**src/verilog/add_decode_defs.vh**
```
`ifndef ADD_DECODE_DEFS_VH
`define ADD_DECODE_DEFS_VH
// Register byte offsets
`define OFS_INSTR 8'h00
`define OFS_CTRL 8'h04
`define OFS_PC 8'h08
`define OFS_STATUS 8'h0C
`define OFS_RESULT 8'h10
`define OFS_COUNT 8'h14
`define GPR_SEL 2'h1
// Control bit positions
`define CTRL_MAIN_EXT 0
`define CTRL_IN_BLOCK 1
`define CTRL_LAST_BLOCK 2
`define CTRL_COND_PASS 3
`define CTRL_WIDE 4
`define CTRL_RESET 5'h09
// Status fields
`define ST_OUT_LSB 4
`define ST_BUSY 7
`define FLAGS_RESET 4'h0
// Outcome codes
`define OUT_EXEC 3'h0
`define OUT_UNDEF 3'h1
`define OUT_UNPRED 3'h2
`define OUT_SP_IMM 3'h3
`define OUT_SP_REG 3'h4
`define OUT_OTHER 3'h5
// Register indices and masks
`define IDX_SP 4'hD
`define IDX_PC 4'hF
`define ALIGN_MASK 32'hFFFFFFFC
`endif

```
**src/verilog/add_field_decoder.v**
```verilog
`timescale 1ns/1ps
`include "add_decode_defs.vh"
module add_field_decoder (
  input wire [31:0] instr,
  input wire wide,
  input wire main_ext,
  input wire in_block,
  input wire last_in_block,
  output reg [2:0] outcome,
  output reg [3:0] dest,
  output reg [3:0] src_a,
  output reg [3:0] src_b,
  output reg [31:0] imm32,
  output reg use_imm,
  output reg pc_rel,
  output reg sub,
  output reg setflags
);
  wire [3:0] first_src_field;
  wire [11:0] wide_imm_value;
  wire is_wide_add;
  wire is_adr_sub;
  wire [3:0] dn;
  assign first_src_field = instr[19:16];
  assign wide_imm_value = {instr[26], instr[14:12], instr[7:0]};
  assign is_wide_add = (instr[31:27] == 5'h1E) && (instr[25:20] == 6'h20) && !instr[15];
  assign is_adr_sub = (instr[31:27] == 5'h1E) && (instr[25:16] == 10'h2AF) && !instr[15];
  assign dn = {instr[7], instr[2:0]};
  always @*
  begin
    outcome = `OUT_OTHER;
    dest = 4'h0;
    src_a = 4'h0;
    src_b = 4'h0;
    imm32 = 32'h00000000;
    use_imm = 1'b0;
    pc_rel = 1'b0;
    sub = 1'b0;
    setflags = 1'b0;
    if (wide)
    begin
      if (is_wide_add || is_adr_sub)
      begin
        dest = instr[11:8];
        imm32 = {20'h00000, wide_imm_value};
        use_imm = 1'b1;
        if (is_adr_sub || first_src_field == `IDX_PC)
        begin
          pc_rel = 1'b1;
          sub = is_adr_sub;
          if (!main_ext)
            outcome = `OUT_UNDEF;
          else if (dest == `IDX_SP || dest == `IDX_PC)
            outcome = `OUT_UNPRED;
          else
            outcome = `OUT_EXEC;
        end
        else if (first_src_field == `IDX_SP)
          outcome = `OUT_SP_IMM;
        else if (!main_ext)
          outcome = `OUT_UNDEF;
        else if (dest == `IDX_SP || dest == `IDX_PC)
          outcome = `OUT_UNPRED;
        else
        begin
          src_a = first_src_field;
          outcome = `OUT_EXEC;
        end
      end
    end
    else if (instr[15:11] == 5'h14)
    begin
      dest = {1'b0, instr[10:8]};
      imm32 = {22'h000000, instr[7:0], 2'h0};
      use_imm = 1'b1;
      pc_rel = 1'b1;
      outcome = `OUT_EXEC;
    end
    else if (instr[15:9] == 7'h0C)
    begin
      dest = {1'b0, instr[2:0]};
      src_a = {1'b0, instr[5:3]};
      src_b = {1'b0, instr[8:6]};
      setflags = !in_block;
      outcome = `OUT_EXEC;
    end
    else if (instr[15:8] == 8'h44)
    begin
      dest = dn;
      src_a = dn;
      src_b = instr[6:3];
      if (dn == `IDX_SP || instr[6:3] == `IDX_SP)
        outcome = `OUT_SP_REG;
      else if (dn == `IDX_PC && in_block && !last_in_block)
        outcome = `OUT_UNPRED;
      else if (dn == `IDX_PC && instr[6:3] == `IDX_PC)
        outcome = `OUT_UNPRED;
      else
        outcome = `OUT_EXEC;
    end
  end
endmodule // add_field_decoder

```
**src/verilog/add_flag_unit.v**
```verilog
`timescale 1ns/1ps
`include "add_decode_defs.vh"
module add_flag_unit (
  input wire [31:0] op_a,
  input wire [31:0] op_b,
  input wire sub,
  output wire [31:0] sum,
  output wire [3:0] flags
);
  wire [31:0] b_eff;
  wire [32:0] full;
  wire ovf;
  // Subtract as a plus not b plus one
  assign b_eff = sub ? ~op_b : op_b;
  assign full = {1'b0, op_a} + {1'b0, b_eff} + {32'h00000000, sub};
  assign sum = full[31:0];
  assign ovf = (op_a[31] == b_eff[31]) && (sum[31] != op_a[31]);
  // Flags N Z C V
  assign flags = {sum[31], (sum == 32'h00000000), full[32], ovf};
endmodule // add_flag_unit

```
**src/verilog/add_imm_reg_decode.v**
```verilog
// The implementer's own choices: the register addresses and the strobed register port.
`timescale 1ns/1ps
`include "add_decode_defs.vh"
// Overview of operation
// - A wide immediate add whose first source is the program counter runs as an address-to-register add.
// - A wide immediate add whose first source is the stack pointer is handed to the stack-pointer decoder.
// - The wide immediate add, unless its first source is the stack pointer, is undefined without the main extension and decodes normally with it.
// - The wide immediate is the top bit, middle field and low field zero-extended, and never sets flags.
// - A wide immediate add writing register 13 or 15 is unpredictable.
// - The immediate add sums source and immediate with carry-in zero and leaves N, Z, C, V unchanged.
// - The short pc-relative add writes aligned pc plus the 8-bit field times four.
// - The wide pc-relative add writes aligned pc plus the 12-bit immediate.
// - One wide address form adds the 12-bit magnitude to aligned pc and the other subtracts it.
// - The short low-register add uses three 3-bit fields, no shift, and sets flags only outside a block.
// - The short high-register add joins the high bit, never sets flags and routes index 13 elsewhere.
// - Writing register 15 inside a conditional block before its last slot is unpredictable.
// - Register 15 as both destination and second source is unpredictable.
// - A register add writing register 15 makes a branch target and leaves flags alone.
module add_imm_reg_decode (
  input wire clk,
  input wire rst_b,
  input wire [7:0] addr,
  input wire [31:0] wr_data,
  input wire wr_strobe,
  input wire rd_strobe,
  output reg [31:0] rd_data,
  output reg done,
  output reg [2:0] outcome,
  output reg branch_valid,
  output reg [31:0] branch_target
);
  localparam ST_IDLE = 2'b01;
  localparam ST_EXEC = 2'b10;

  reg [1:0] state_r;
  reg [1:0] state_nxt;
  reg [31:0] instr_r;
  reg [4:0] ctrl_r;
  reg [31:0] pc_r;
  reg [3:0] app_status_word;
  reg [31:0] result_r;
  reg [31:0] count_r;
  wire [31:0] gpr_r [0:15];
  reg [31:0] rd_mux;
  reg [31:0] base_val;
  reg [31:0] addend_val;

  wire [2:0] dec_outcome;
  wire [3:0] dec_dest;
  wire [3:0] dec_src_a;
  wire [3:0] dec_src_b;
  wire [31:0] dec_imm;
  wire dec_use_imm;
  wire dec_pc_rel;
  wire dec_sub;
  wire dec_setflags;
  wire [31:0] op_a;
  wire [31:0] op_b;
  wire [31:0] sum;
  wire [3:0] sum_flags;
  wire executing;
  wire commit;
  wire commit_reg;
  wire commit_branch;
  wire bus_wr_gpr;
  wire [3:0] bus_gpr_idx;
  wire wr_instr;
  wire wr_ctrl;
  wire wr_pc;
  wire wr_status;
  wire wr_count;
  wire [15:0] exec_hit;
  wire [15:0] bus_hit;

  add_field_decoder u_decoder (
    .instr(instr_r),
    .wide(ctrl_r[`CTRL_WIDE]),
    .main_ext(ctrl_r[`CTRL_MAIN_EXT]),
    .in_block(ctrl_r[`CTRL_IN_BLOCK]),
    .last_in_block(ctrl_r[`CTRL_LAST_BLOCK]),
    .outcome(dec_outcome),
    .dest(dec_dest),
    .src_a(dec_src_a),
    .src_b(dec_src_b),
    .imm32(dec_imm),
    .use_imm(dec_use_imm),
    .pc_rel(dec_pc_rel),
    .sub(dec_sub),
    .setflags(dec_setflags)
  );

  add_flag_unit u_adder (
    .op_a(op_a),
    .op_b(op_b),
    .sub(dec_sub),
    .sum(sum),
    .flags(sum_flags)
  );

  // Operand selection
  always @*
  begin
    base_val = gpr_r[dec_src_a];
    if (dec_pc_rel)
    begin
      base_val = pc_r & `ALIGN_MASK;
    end
    else if (dec_src_a == `IDX_PC)
    begin
      base_val = pc_r;
    end
  end

  always @*
  begin
    addend_val = gpr_r[dec_src_b];
    if (dec_use_imm)
    begin
      addend_val = dec_imm;
    end
    else if (dec_src_b == `IDX_PC)
    begin
      addend_val = pc_r;
    end
  end

  assign op_a = base_val;
  assign op_b = addend_val;

  // Commit qualification
  assign executing = (state_r == ST_EXEC);
  assign commit = executing && (dec_outcome == `OUT_EXEC) && ctrl_r[`CTRL_COND_PASS];
  assign commit_branch = commit && (dec_dest == `IDX_PC);
  assign commit_reg = commit && (dec_dest != `IDX_PC);
  assign bus_wr_gpr = wr_strobe && (addr[7:6] == `GPR_SEL);
  assign bus_gpr_idx = addr[5:2];
  assign wr_instr = wr_strobe && (addr == `OFS_INSTR);
  assign wr_ctrl = wr_strobe && (addr == `OFS_CTRL);
  assign wr_pc = wr_strobe && (addr == `OFS_PC);
  assign wr_status = wr_strobe && (addr == `OFS_STATUS);
  assign wr_count = wr_strobe && (addr == `OFS_COUNT);
  assign exec_hit = commit_reg ? (16'h0001 << dec_dest) : 16'h0000;
  assign bus_hit = bus_wr_gpr ? (16'h0001 << bus_gpr_idx) : 16'h0000;

  // Execution sequencer
  always @*
  begin
    state_nxt = state_r;
    case (state_r)
      ST_IDLE:
      begin
        if (wr_instr)
          state_nxt = ST_EXEC;
      end
      ST_EXEC:
      begin
        if (!wr_instr)
          state_nxt = ST_IDLE;
      end
      default:
      begin
        state_nxt = ST_IDLE;
      end
    endcase
  end

  always @(posedge clk or negedge rst_b)
  begin
    if (!rst_b)
      state_r <= ST_IDLE;
    else
      state_r <= state_nxt;
  end

  // Software registers
  always @(posedge clk or negedge rst_b)
  begin
    if (!rst_b)
    begin
      instr_r <= 32'h00000000;
    end
    else if (wr_instr)
    begin
      instr_r <= wr_data;
    end
  end

  always @(posedge clk or negedge rst_b)
  begin
    if (!rst_b)
    begin
      ctrl_r <= `CTRL_RESET;
    end
    else if (wr_ctrl)
    begin
      ctrl_r <= wr_data[4:0];
    end
  end

  always @(posedge clk or negedge rst_b)
  begin
    if (!rst_b)
    begin
      pc_r <= 32'h00000000;
    end
    else if (wr_pc)
    begin
      pc_r <= wr_data;
    end
  end

  // Condition flags
  always @(posedge clk or negedge rst_b)
  begin
    if (!rst_b)
      app_status_word <= `FLAGS_RESET;
    else if (commit_reg && dec_setflags)
      app_status_word <= sum_flags;
    else if (wr_status)
      app_status_word <= wr_data[3:0];
  end

  // Last result and executed count
  always @(posedge clk or negedge rst_b)
  begin
    if (!rst_b)
    begin
      result_r <= 32'h00000000;
    end
    else if (commit)
    begin
      result_r <= sum;
    end
  end

  always @(posedge clk or negedge rst_b)
  begin
    if (!rst_b)
    begin
      count_r <= 32'h00000000;
    end
    else if (commit)
    begin
      count_r <= count_r + 32'h00000001;
    end
    else if (wr_count)
    begin
      count_r <= 32'h00000000;
    end
  end

  // General registers, execution write over software write
  genvar gi;
  generate
    for (gi = 0; gi < 16; gi = gi + 1)
    begin : gpr_entry
      reg [31:0] entry_r;
      always @(posedge clk or negedge rst_b)
      begin
        if (!rst_b)
        begin
          entry_r <= 32'h00000000;
        end
        else if (exec_hit[gi])
        begin
          entry_r <= sum;
        end
        else if (bus_hit[gi])
        begin
          entry_r <= wr_data;
        end
      end
      assign gpr_r[gi] = entry_r;
    end
  endgenerate

  // Completion outputs
  always @(posedge clk or negedge rst_b)
  begin
    if (!rst_b)
    begin
      done <= 1'b0;
      outcome <= `OUT_EXEC;
    end
    else
    begin
      done <= executing;
      if (executing)
      begin
        outcome <= dec_outcome;
      end
    end
  end

  // Branch outputs
  always @(posedge clk or negedge rst_b)
  begin
    if (!rst_b)
    begin
      branch_valid <= 1'b0;
      branch_target <= 32'h00000000;
    end
    else
    begin
      branch_valid <= commit_branch;
      if (commit_branch)
      begin
        branch_target <= sum;
      end
    end
  end

  // Read path
  always @*
  begin
    rd_mux = 32'h00000000;
    if (addr[7:6] == `GPR_SEL)
      rd_mux = gpr_r[addr[5:2]];
    else
    begin
      case (addr)
        `OFS_INSTR:
          rd_mux = instr_r;
        `OFS_CTRL:
          rd_mux = {27'h0000000, ctrl_r};
        `OFS_PC:
          rd_mux = pc_r;
        `OFS_STATUS:
          rd_mux = {24'h000000, executing, outcome, app_status_word};
        `OFS_RESULT:
          rd_mux = result_r;
        `OFS_COUNT:
          rd_mux = count_r;
        default:
          rd_mux = 32'h00000000;
      endcase
    end
  end

  always @(posedge clk or negedge rst_b)
  begin
    if (!rst_b)
      rd_data <= 32'h00000000;
    else if (rd_strobe)
      rd_data <= rd_mux;
    else
      rd_data <= 32'h00000000;
  end
endmodule // add_imm_reg_decode
```
**config.mk**
```make
export PLATFORM = sky130hd
export DESIGN_NAME = add_imm_reg_decode
export DESIGN_NICKNAME = d
export VERILOG_FILES = /design/src/verilog/add_field_decoder.v /design/src/verilog/add_flag_unit.v /design/src/verilog/add_imm_reg_decode.v
export VERILOG_INCLUDE_DIRS = /design/src /design/src/verilog
export SDC_FILE = /design/constraint.sdc
export NUM_CORES = 2
export LEC_CHECK = 0
export CAP_MARGIN = 25
export CELL_PAD_IN_SITES_DETAIL_PLACEMENT = 0
export CELL_PAD_IN_SITES_GLOBAL_PLACEMENT = 1
export CORE_MARGIN = 1
export CORE_UTILIZATION = 46
export DETAILED_ROUTE_END_ITERATION = 7
export DONT_BUFFER_PORTS = 1
export PLACE_DENSITY = 0.79
export SYNTH_ARGS = -nofsm -noshare
export SYNTH_HDL_FRONTEND = slang
export SYNTH_SLANG_ARGS = --single-unit
```
**constraint.sdc**
```tcl
create_clock -name clk -period 19.4 [get_ports clk]
set_clock_uncertainty 0.15 [all_clocks]
set_input_delay 1.94 -clock clk [delete_from_list [all_inputs] [get_ports clk]]
set_output_delay 1.94 -clock clk [all_outputs]
set_load 0.01 [all_outputs]
```
# Word level (Yosys, flattened, before mapping)
# Cells that the tools add are included.
dict set report totals {
  wordCells 220
  mem_bits_ro 0
  register_bits 720
  latch_bits 0
  memories 0
  input_bits 44
  output_inout_bits 69
  ram_bits 0
}
dict set report classes {
  n_eq_ne 30
  div_mod_pow 0
  multipliers 0
  n_addsub 3
  magnitude_cmp 3
  n_mux 102
  shifts 2
  reduce_logical 48
  bitwise_logic 4
}
# operator n
set op_table {}
lappend op_table {{32-bit two-way mux} 48}
lappend op_table {{32-bit binary-select mux with 4-bit select} 3}
lappend op_table {{32-bit case mux with 6 select lines} 1}
lappend op_table {{4-bit two-way mux} 19}
lappend op_table {{4-bit equality test (second input constant)} 11}
lappend op_table {{2-bit nonzero test} 18}
lappend op_table {{32-bit by 32-bit adder with 33-bit output} 1}
lappend op_table {{33-bit by 1-bit adder with 33-bit output} 1}
lappend op_table {{32-bit by 1-bit adder with 32-bit output (second input constant)} 1}
lappend op_table {{32-bit logical NOT} 1}
lappend op_table {{16-bit two-way mux} 2}
lappend op_table {{32-bit NOT} 1}
lappend op_table {{1-bit by 4-bit << shifter with 16-bit output (first input constant)} 2}
lappend op_table {{3-bit two-way mux} 9}
lappend op_table {{1-bit logical AND} 19}
lappend op_table {{8-bit by 4-bit equality test with 1-bit output (second input constant)} 2}
lappend op_table {{8-bit by 5-bit equality test with 1-bit output (second input constant)} 2}
lappend op_table {{5-bit >= comparator (second input constant)} 3}
lappend op_table {{4-bit NOT with 5-bit output} 3}
lappend op_table {{1-bit two-way mux} 12}
lappend op_table {{12-bit two-way mux} 1}
lappend op_table {{10-bit equality test (second input constant)} 1}
lappend op_table {{5-bit equality test (second input constant)} 2}
lappend op_table {{10-bit two-way mux} 1}
lappend op_table {{17 further kinds} 28}

# Logic depth before layout (Yosys ltp)
dict set report logic_depth {
  depth_word 19
  mapped_depth 34
  mapped_depth_nobuf 29
}

# Cells and area by module
# From an unflattened synthesis, not the netlist that was laid out.
dict set report unflattened {
  hier_cells 4559
  area_unflattened_um2 48487.8
}
# module n_inst area_per_inst_um2 cells_per_inst
set modules_own_cells {}
lappend modules_own_cells {add_imm_reg_decode 1 45593.7 4154}
lappend modules_own_cells {add_flag_unit 1 2108.3 296}
lappend modules_own_cells {add_field_decoder 1 785.8 109}

# Least setup slack after synthesis
# No wires, ideal clock.
dict set report synth_path {
  path_kind {register -> register}
  startpoint {register instr_r[8]}
  endpoint {register app_status_word[2]}
  setup_slack_ns 12.094
  required_ns 19.146
  arrival_time_ns 7.053
  setup_time_ns 0.104
  stages_incl_launch_ff 31
  synth_period_minus_slack_ns 7.306
  path_cell_list {dfrtp_1 -> buf_2 -> nor4b_1 -> buf_4 -> a32oi_2 -> o22ai_4 -> clkbuf_1 -> clkbuf_1 -> clkbuf_1 -> clkbuf_1 -> nand2_1 -> a311oi_1 -> a211oi_1 -> o31ai_1 -> ha_1 -> clkbuf_1 -> inv_1 -> nor3_1 -> nand2_1 -> a211oi_1 -> o21a_1 -> nor2_1 -> or3_1 -> or4_1 -> or4b_1 -> a2111oi_2 -> nor3b_2 -> nand4b_1 -> nor4_1 -> or4b_1 -> o41ai_2}
}
dict set report synth_between {
  elab_chain_cells 18
  elab_cells_between_ends 57
}
# item line_no
set synth_lines {}
lappend synth_lines {{start: declaration} add_imm_reg_decode.v:37} ;# reg [31:0] instr_r;
lappend synth_lines {{start signal: assignment} add_imm_reg_decode.v:184} ;# instr_r <= wr_data;
lappend synth_lines {{4-bit equality test (no source line)} --}
lappend synth_lines {{1-bit logical OR (no source line)} --}
lappend synth_lines {{4-bit two-way mux} add_field_decoder.v:62} ;# else if (dest == `IDX_SP || dest == `IDX_PC)
lappend synth_lines {{4-bit two-way mux} add_field_decoder.v:60} ;# else if (!main_ext)
lappend synth_lines {{4-bit two-way mux} add_field_decoder.v:58} ;# else if (first_src_field == `IDX_SP)
lappend synth_lines {{4-bit two-way mux} add_field_decoder.v:47} ;# if (is_adr_sub || first_src_field == `IDX_PC)
lappend synth_lines {{4-bit two-way mux} add_field_decoder.v:42} ;# if (is_wide_add || is_adr_sub)
lappend synth_lines {{4-bit two-way mux} add_field_decoder.v:40} ;# if (wide)
lappend synth_lines {{4-bit NOT with 5-bit output (implied by the code)} add_imm_reg_decode.v:103} ;# base_val = gpr_r[dec_src_a];
lappend synth_lines {{32-bit binary-select mux with 4-bit select} add_imm_reg_decode.v:103}
lappend synth_lines {{32-bit two-way mux (implied by the code) (2 in series)} add_imm_reg_decode.v:103}
lappend synth_lines {{32-bit two-way mux} add_imm_reg_decode.v:108} ;# else if (dec_src_a == `IDX_PC)
lappend synth_lines {{32-bit two-way mux} add_imm_reg_decode.v:104} ;# if (dec_pc_rel)
lappend synth_lines {{32-bit by 32-bit adder with 33-bit output} add_flag_unit.v:15} ;# assign full = {1'b0, op_a} + {1'b0, b_eff} + {32'h00000000, sub};
lappend synth_lines {{33-bit by 1-bit adder with 33-bit output} add_flag_unit.v:15}
lappend synth_lines {{32-bit logical NOT} add_flag_unit.v:19} ;# assign flags = {sum[31], (sum == 32'h00000000), full[32], ovf};
lappend synth_lines {{4-bit two-way mux} add_imm_reg_decode.v:217} ;# else if (commit_reg && dec_setflags)
lappend synth_lines {{end signal: assignment} add_imm_reg_decode.v:216} ;# app_status_word <= `FLAGS_RESET;
lappend synth_lines {{end signal: assignment} add_imm_reg_decode.v:218} ;# app_status_word <= sum_flags;
lappend synth_lines {{end signal: assignment} add_imm_reg_decode.v:220} ;# app_status_word <= wr_data[3:0];
lappend synth_lines {{end: declaration} add_imm_reg_decode.v:40} ;# reg [3:0] app_status_word;
# Parallel ways exist; a longest one is shown, timed or not. The select of a mux whose other input is x is not followed.
# A chain may end at the register's enable or synchronous reset.

# Final worst setup path
dict set report layout_path {
  startpoint {register instr_r[14]}
  endpoint {register app_status_word[2]}
}
dict set report layout_between {
  elab_chain_cells 17
  elab_cells_between_ends 54
}
# item line_no
set layout_lines {}
lappend layout_lines {{8-bit by 7-bit equality test with 1-bit output} add_field_decoder.v:87} ;# else if (instr[15:8] == 8'h44)
lappend layout_lines {{4-bit two-way mux} add_field_decoder.v:87}
lappend layout_lines {{4-bit two-way mux} add_field_decoder.v:79} ;# else if (instr[15:9] == 7'h0C)
lappend layout_lines {{4-bit two-way mux} add_field_decoder.v:71} ;# else if (instr[15:11] == 5'h14)
lappend layout_lines {{4-bit two-way mux} add_field_decoder.v:40}
lappend layout_lines {{4-bit NOT with 5-bit output (implied by the code)} add_imm_reg_decode.v:116} ;# addend_val = gpr_r[dec_src_b];
lappend layout_lines {{32-bit binary-select mux with 4-bit select} add_imm_reg_decode.v:116}
lappend layout_lines {{32-bit two-way mux (implied by the code) (2 in series)} add_imm_reg_decode.v:116}
lappend layout_lines {{32-bit two-way mux} add_imm_reg_decode.v:121} ;# else if (dec_src_b == `IDX_PC)
lappend layout_lines {{32-bit two-way mux} add_imm_reg_decode.v:117} ;# if (dec_use_imm)
lappend layout_lines {{32-bit NOT} add_flag_unit.v:14} ;# assign b_eff = sub ? ~op_b : op_b;
lappend layout_lines {{32-bit two-way mux} add_flag_unit.v:14}
lappend layout_lines {{32-bit by 32-bit adder with 33-bit output} add_flag_unit.v:15}
lappend layout_lines {{33-bit by 1-bit adder with 33-bit output} add_flag_unit.v:15}
lappend layout_lines {{32-bit logical NOT} add_flag_unit.v:19}
lappend layout_lines {{4-bit two-way mux} add_imm_reg_decode.v:217}
# Parallel ways exist; a longest one is shown, timed or not. The select of a mux whose other input is x is not followed.

==> impl_metrics.yaml <==
status:
  violations: "slew limit"
  outcome: "complete, but fails checks"
finish:
  drive_gt1_share_pct: 12.64
  finalNetCount: 5270
  area_delta_synth_final_pct: 8.445
  layout_commonest_cell: "nand2_1"
  fillers: 9615
  final_core_util_pct: 50.51
  layout_common_cells: "1471 x nand2_1, 717 x dfrtp_1, 582 x o21ai_0, 556 x mux2i_1, 222 x nand3_1"
power_and_ir_drop:
  vdd_drop_max_uv: 67.71
  pwr-share-comb_pct: 22.0
  p_leak_nw: 21.78
  clkPwrFrac_pct: 38.1
  power.internal_w: 0.003097
  switching_share_pct: 33.30
  sequentialPowerShare_pct: 39.9
  switchingPower_w: 0.001546
  pwr_density_cell_mw_per_mm2: 88.56
die:
  start_util_pct: 46.58
  dieArea_mm2: 0.1064
  core-area_mm2: 0.1038
  pin_count: 113
  die_y_um: 326.2
  std_cell_rows: 118
  die_x_um: 326.2
synthesis:
  synth_area_mm2: 0.04835
  synth_cell_types: 94
  syn_inst: 5551
  yosys_warnings: 0
  post_synth.cell_area_avg_um2: 8.709
  yosys.area.top_type: "dfrtp_1"
  synth.area.top_cells: "dfrtp_1 37%, mux2i_1 12%, nand2_1 11%, mux4_2 7.5%, o21ai_0 6.0%"
  synth-main-ff-cell: "dfrtp_1"
  async_flop_share_pct: 100.0
  yosysTopAreaCellShare_pct: 37.11
  ys_seq_elements: 720
  syn_nets: 5628
  synth_edf_count: 0
  synth-seq-area-share_pct: 37.27
setup_path:
  cpMostUsedCell: "nand3_1"
  end_kind: "flop"
  crit_fanout: 70
  crit_arrival_ns: 10.54
  cp_slowest_cell: "nor4b_2"
  critPathKind: "reg2reg"
  r2r_cells: 28
  crit_path_max_incr_delay_ns: 0.92
  startpoint_type: "flop"
  worstPathRequired_ns: 19.85
min_path:
  hp-class: "reg2reg"
  min_delay_path_depth: 2
placement:
  dp_hpwl_um: 126100
  gp_congestion: 0.9888
  portBuffers: 0
timing:
  fin_crit_sh_pct: 52.00
  tns_ns: 0
  setup_viol_count_final: 0
  worstMarginPinSlew_ns: 2.852
  finalHoldViolCount: 0
  max_freq_mhz: 99.13
  period_needed_ns: 10.09
  finalMaxSlewViolations: 543
  relSlewSlack_pct: -90.13
  rsz0062_at_grt: "no"
cts:
  cts_hold_repair.buffers: 0
  cts-resized-gates: 0
  cts-root-buf: "clkbuf_16"
  cts_buffer_depth: 3
  clk_pin_slew_worst_paths_ns: 0.06
  cts-htree-levels: 3
  cts_sinks: 720
  postCtsSetupBuffers: 0
  cts_tree: "built"
  cts_inserted_buffers: 87
  insertion_delay_ns: 0.71
grt:
  grt_pass1_vias: 42340
  grt.total_usage_pct: 39.33
  grt_max_degree: 721
  grt_pass1_wl_um: 307500
  antenna_found_initial: 14
  gr-total-overflow: 0
detailed_routing:
  route.detailed.drc: 0
  viasPerCell: 6.854
  wire_per_inst_um: 32.09
  initialDrtViolationCount: 6453
  first_pass_iters: 6
  routed_wl_um: 213300
  dr_total_vias: 45550
  ant_nets: 0
flow_run:
  drv_cap: 0
-- worst paths after layout --
kind | from | endpoint | slack [ns]
max reg2reg | instr_r[14] | app_status_word[2] | 9.31
max | instr_r[14] | app_status_word[2] | 9.31
min | result_r[27] | result_r[27] | 0.32
min reg2reg | result_r[27] | result_r[27] | 0.32
min in group asynchronous | rst_b | rd_data[5] | 0.82
max in group asynchronous | rst_b | gpr_entry[3].entry_r[21] | 16.06
-- state kept, by name, indices dropped and copies added, names as in the netlist --
register           count
ctrl_r                 5
rd_data               32
count_r               32
pc_r                  32
branch_valid           1
result_r              32
branch_target         32
done                   1
outcome                3
app_status_word        4
instr_r               32
state_r                2
gpr_entry.entry_r    512
-- logic make-up after synthesis --
| family | count (synthesis) | synth area share [%] |
|---|---|---|
| XOR/XNOR | 38 | 0.6884 |
| adder cells (fa/ha/maj) | 33 | 0.8696 |
| buffers and inverters | 584 | 4.583 |
| flip-flops | 720 | 37.27 |
| AND/OR/NAND/NOR | 2114 | 18.80 |
| multiplexers | 856 | 22.23 |
| AO/OA/AOI/OAI | 1206 | 15.55 |
-- cell type report --
| type | instances | area [um2] | share of cell area (%) |
|---|---|---|---|
| well taps | 1380 | 1727 | 3.293 |
| inverters | 30 | 112.6 | 0.2148 |
| multi-input cells | 4247 | 28640 | 54.62 |
| diodes | 3 | 7.507 | 0.01432 |
| flip-flops and latches | 720 | 18020 | 34.37 |
| repair buffers | 107 | 897.1 | 1.711 |
| clock inverters | 39 | 556.8 | 1.062 |
| clock buffers | 120 | 2472 | 4.716 |
-- through the flow --
stage	hold WS [ns]	instances	cell area [um2]	worst slack, ns	power [W]
final	0.3177	6646	52430	9.312	0.004643
after global routing	0.3301	6643	52420	8.895	0.004789
after CTS	0.3196	6639	52340	9.641	0.004613
after detailed placement	0.3062	6480	49310	9.678	0.002853
after global placement	0.3003	6476	49250	9.762	0.002830
after floorplan	0.2887	5551	48350	12.09	0.002486
-- critical path, delay by kind of cell (launching register included) --
kind / cells / cell delay, ns
buf+inv: 3 / 1.54
compound gates: 8 / 1.85
xor+xnor: 1 / 0.10
fa+ha+maj: 1 / 0.39
flops: 1 / 0.56
simple gates: 15 / 5.35
-- synth_stat cells (14+ instances only) --
| library cell | number |
|---|---|
| a211oi_1 | 70 |
| a21o_1 | 20 |
| a21oi_1 | 72 |
| a221oi_1 | 62 |
| a22oi_1 | 66 |
| a311oi_1 | 62 |
| a31oi_1 | 141 |
| and3_1 | 164 |
| buf_1 | 93 |
| clkbuf_1 | 453 |
| dfrtp_1 | 717 |
| ha_1 | 32 |
| inv_1 | 30 |
| mux2_2 | 140 |
| mux2i_1 | 556 |
| mux4_2 | 160 |
| nand2_1 | 1480 |
| nand3_1 | 225 |
| nand4_1 | 14 |
| nor2_1 | 106 |
| nor2b_1 | 15 |
| nor3_1 | 31 |
| o21ai_0 | 583 |
| o31ai_1 | 34 |
| xnor2_1 | 19 |
| xor2_1 | 19 |
-- power groups by stage --
stage               Combinational, W  Clock (W)  Sequential, W
floorplan                   0.000691          0        0.00180
global placement            0.000968          0        0.00186
detailed placement          0.000988          0        0.00187
CTS                         0.000990    0.00178        0.00184
global route                 0.00109    0.00183        0.00187
finish                       0.00102    0.00177        0.00185
-- metal layers --
| metal | global-route usage, % | share of wire (%) |
|---|---|---|
| met1 | 54.36 | 40 |
| met2 | 54.86 | 41 |
| met3 | 13.04 | 14 |
| met4 | 19.28 | 5.5 |
| met5 | 0 | 0.046 |
Note: power is estimated with default switching activity, not from simulation.
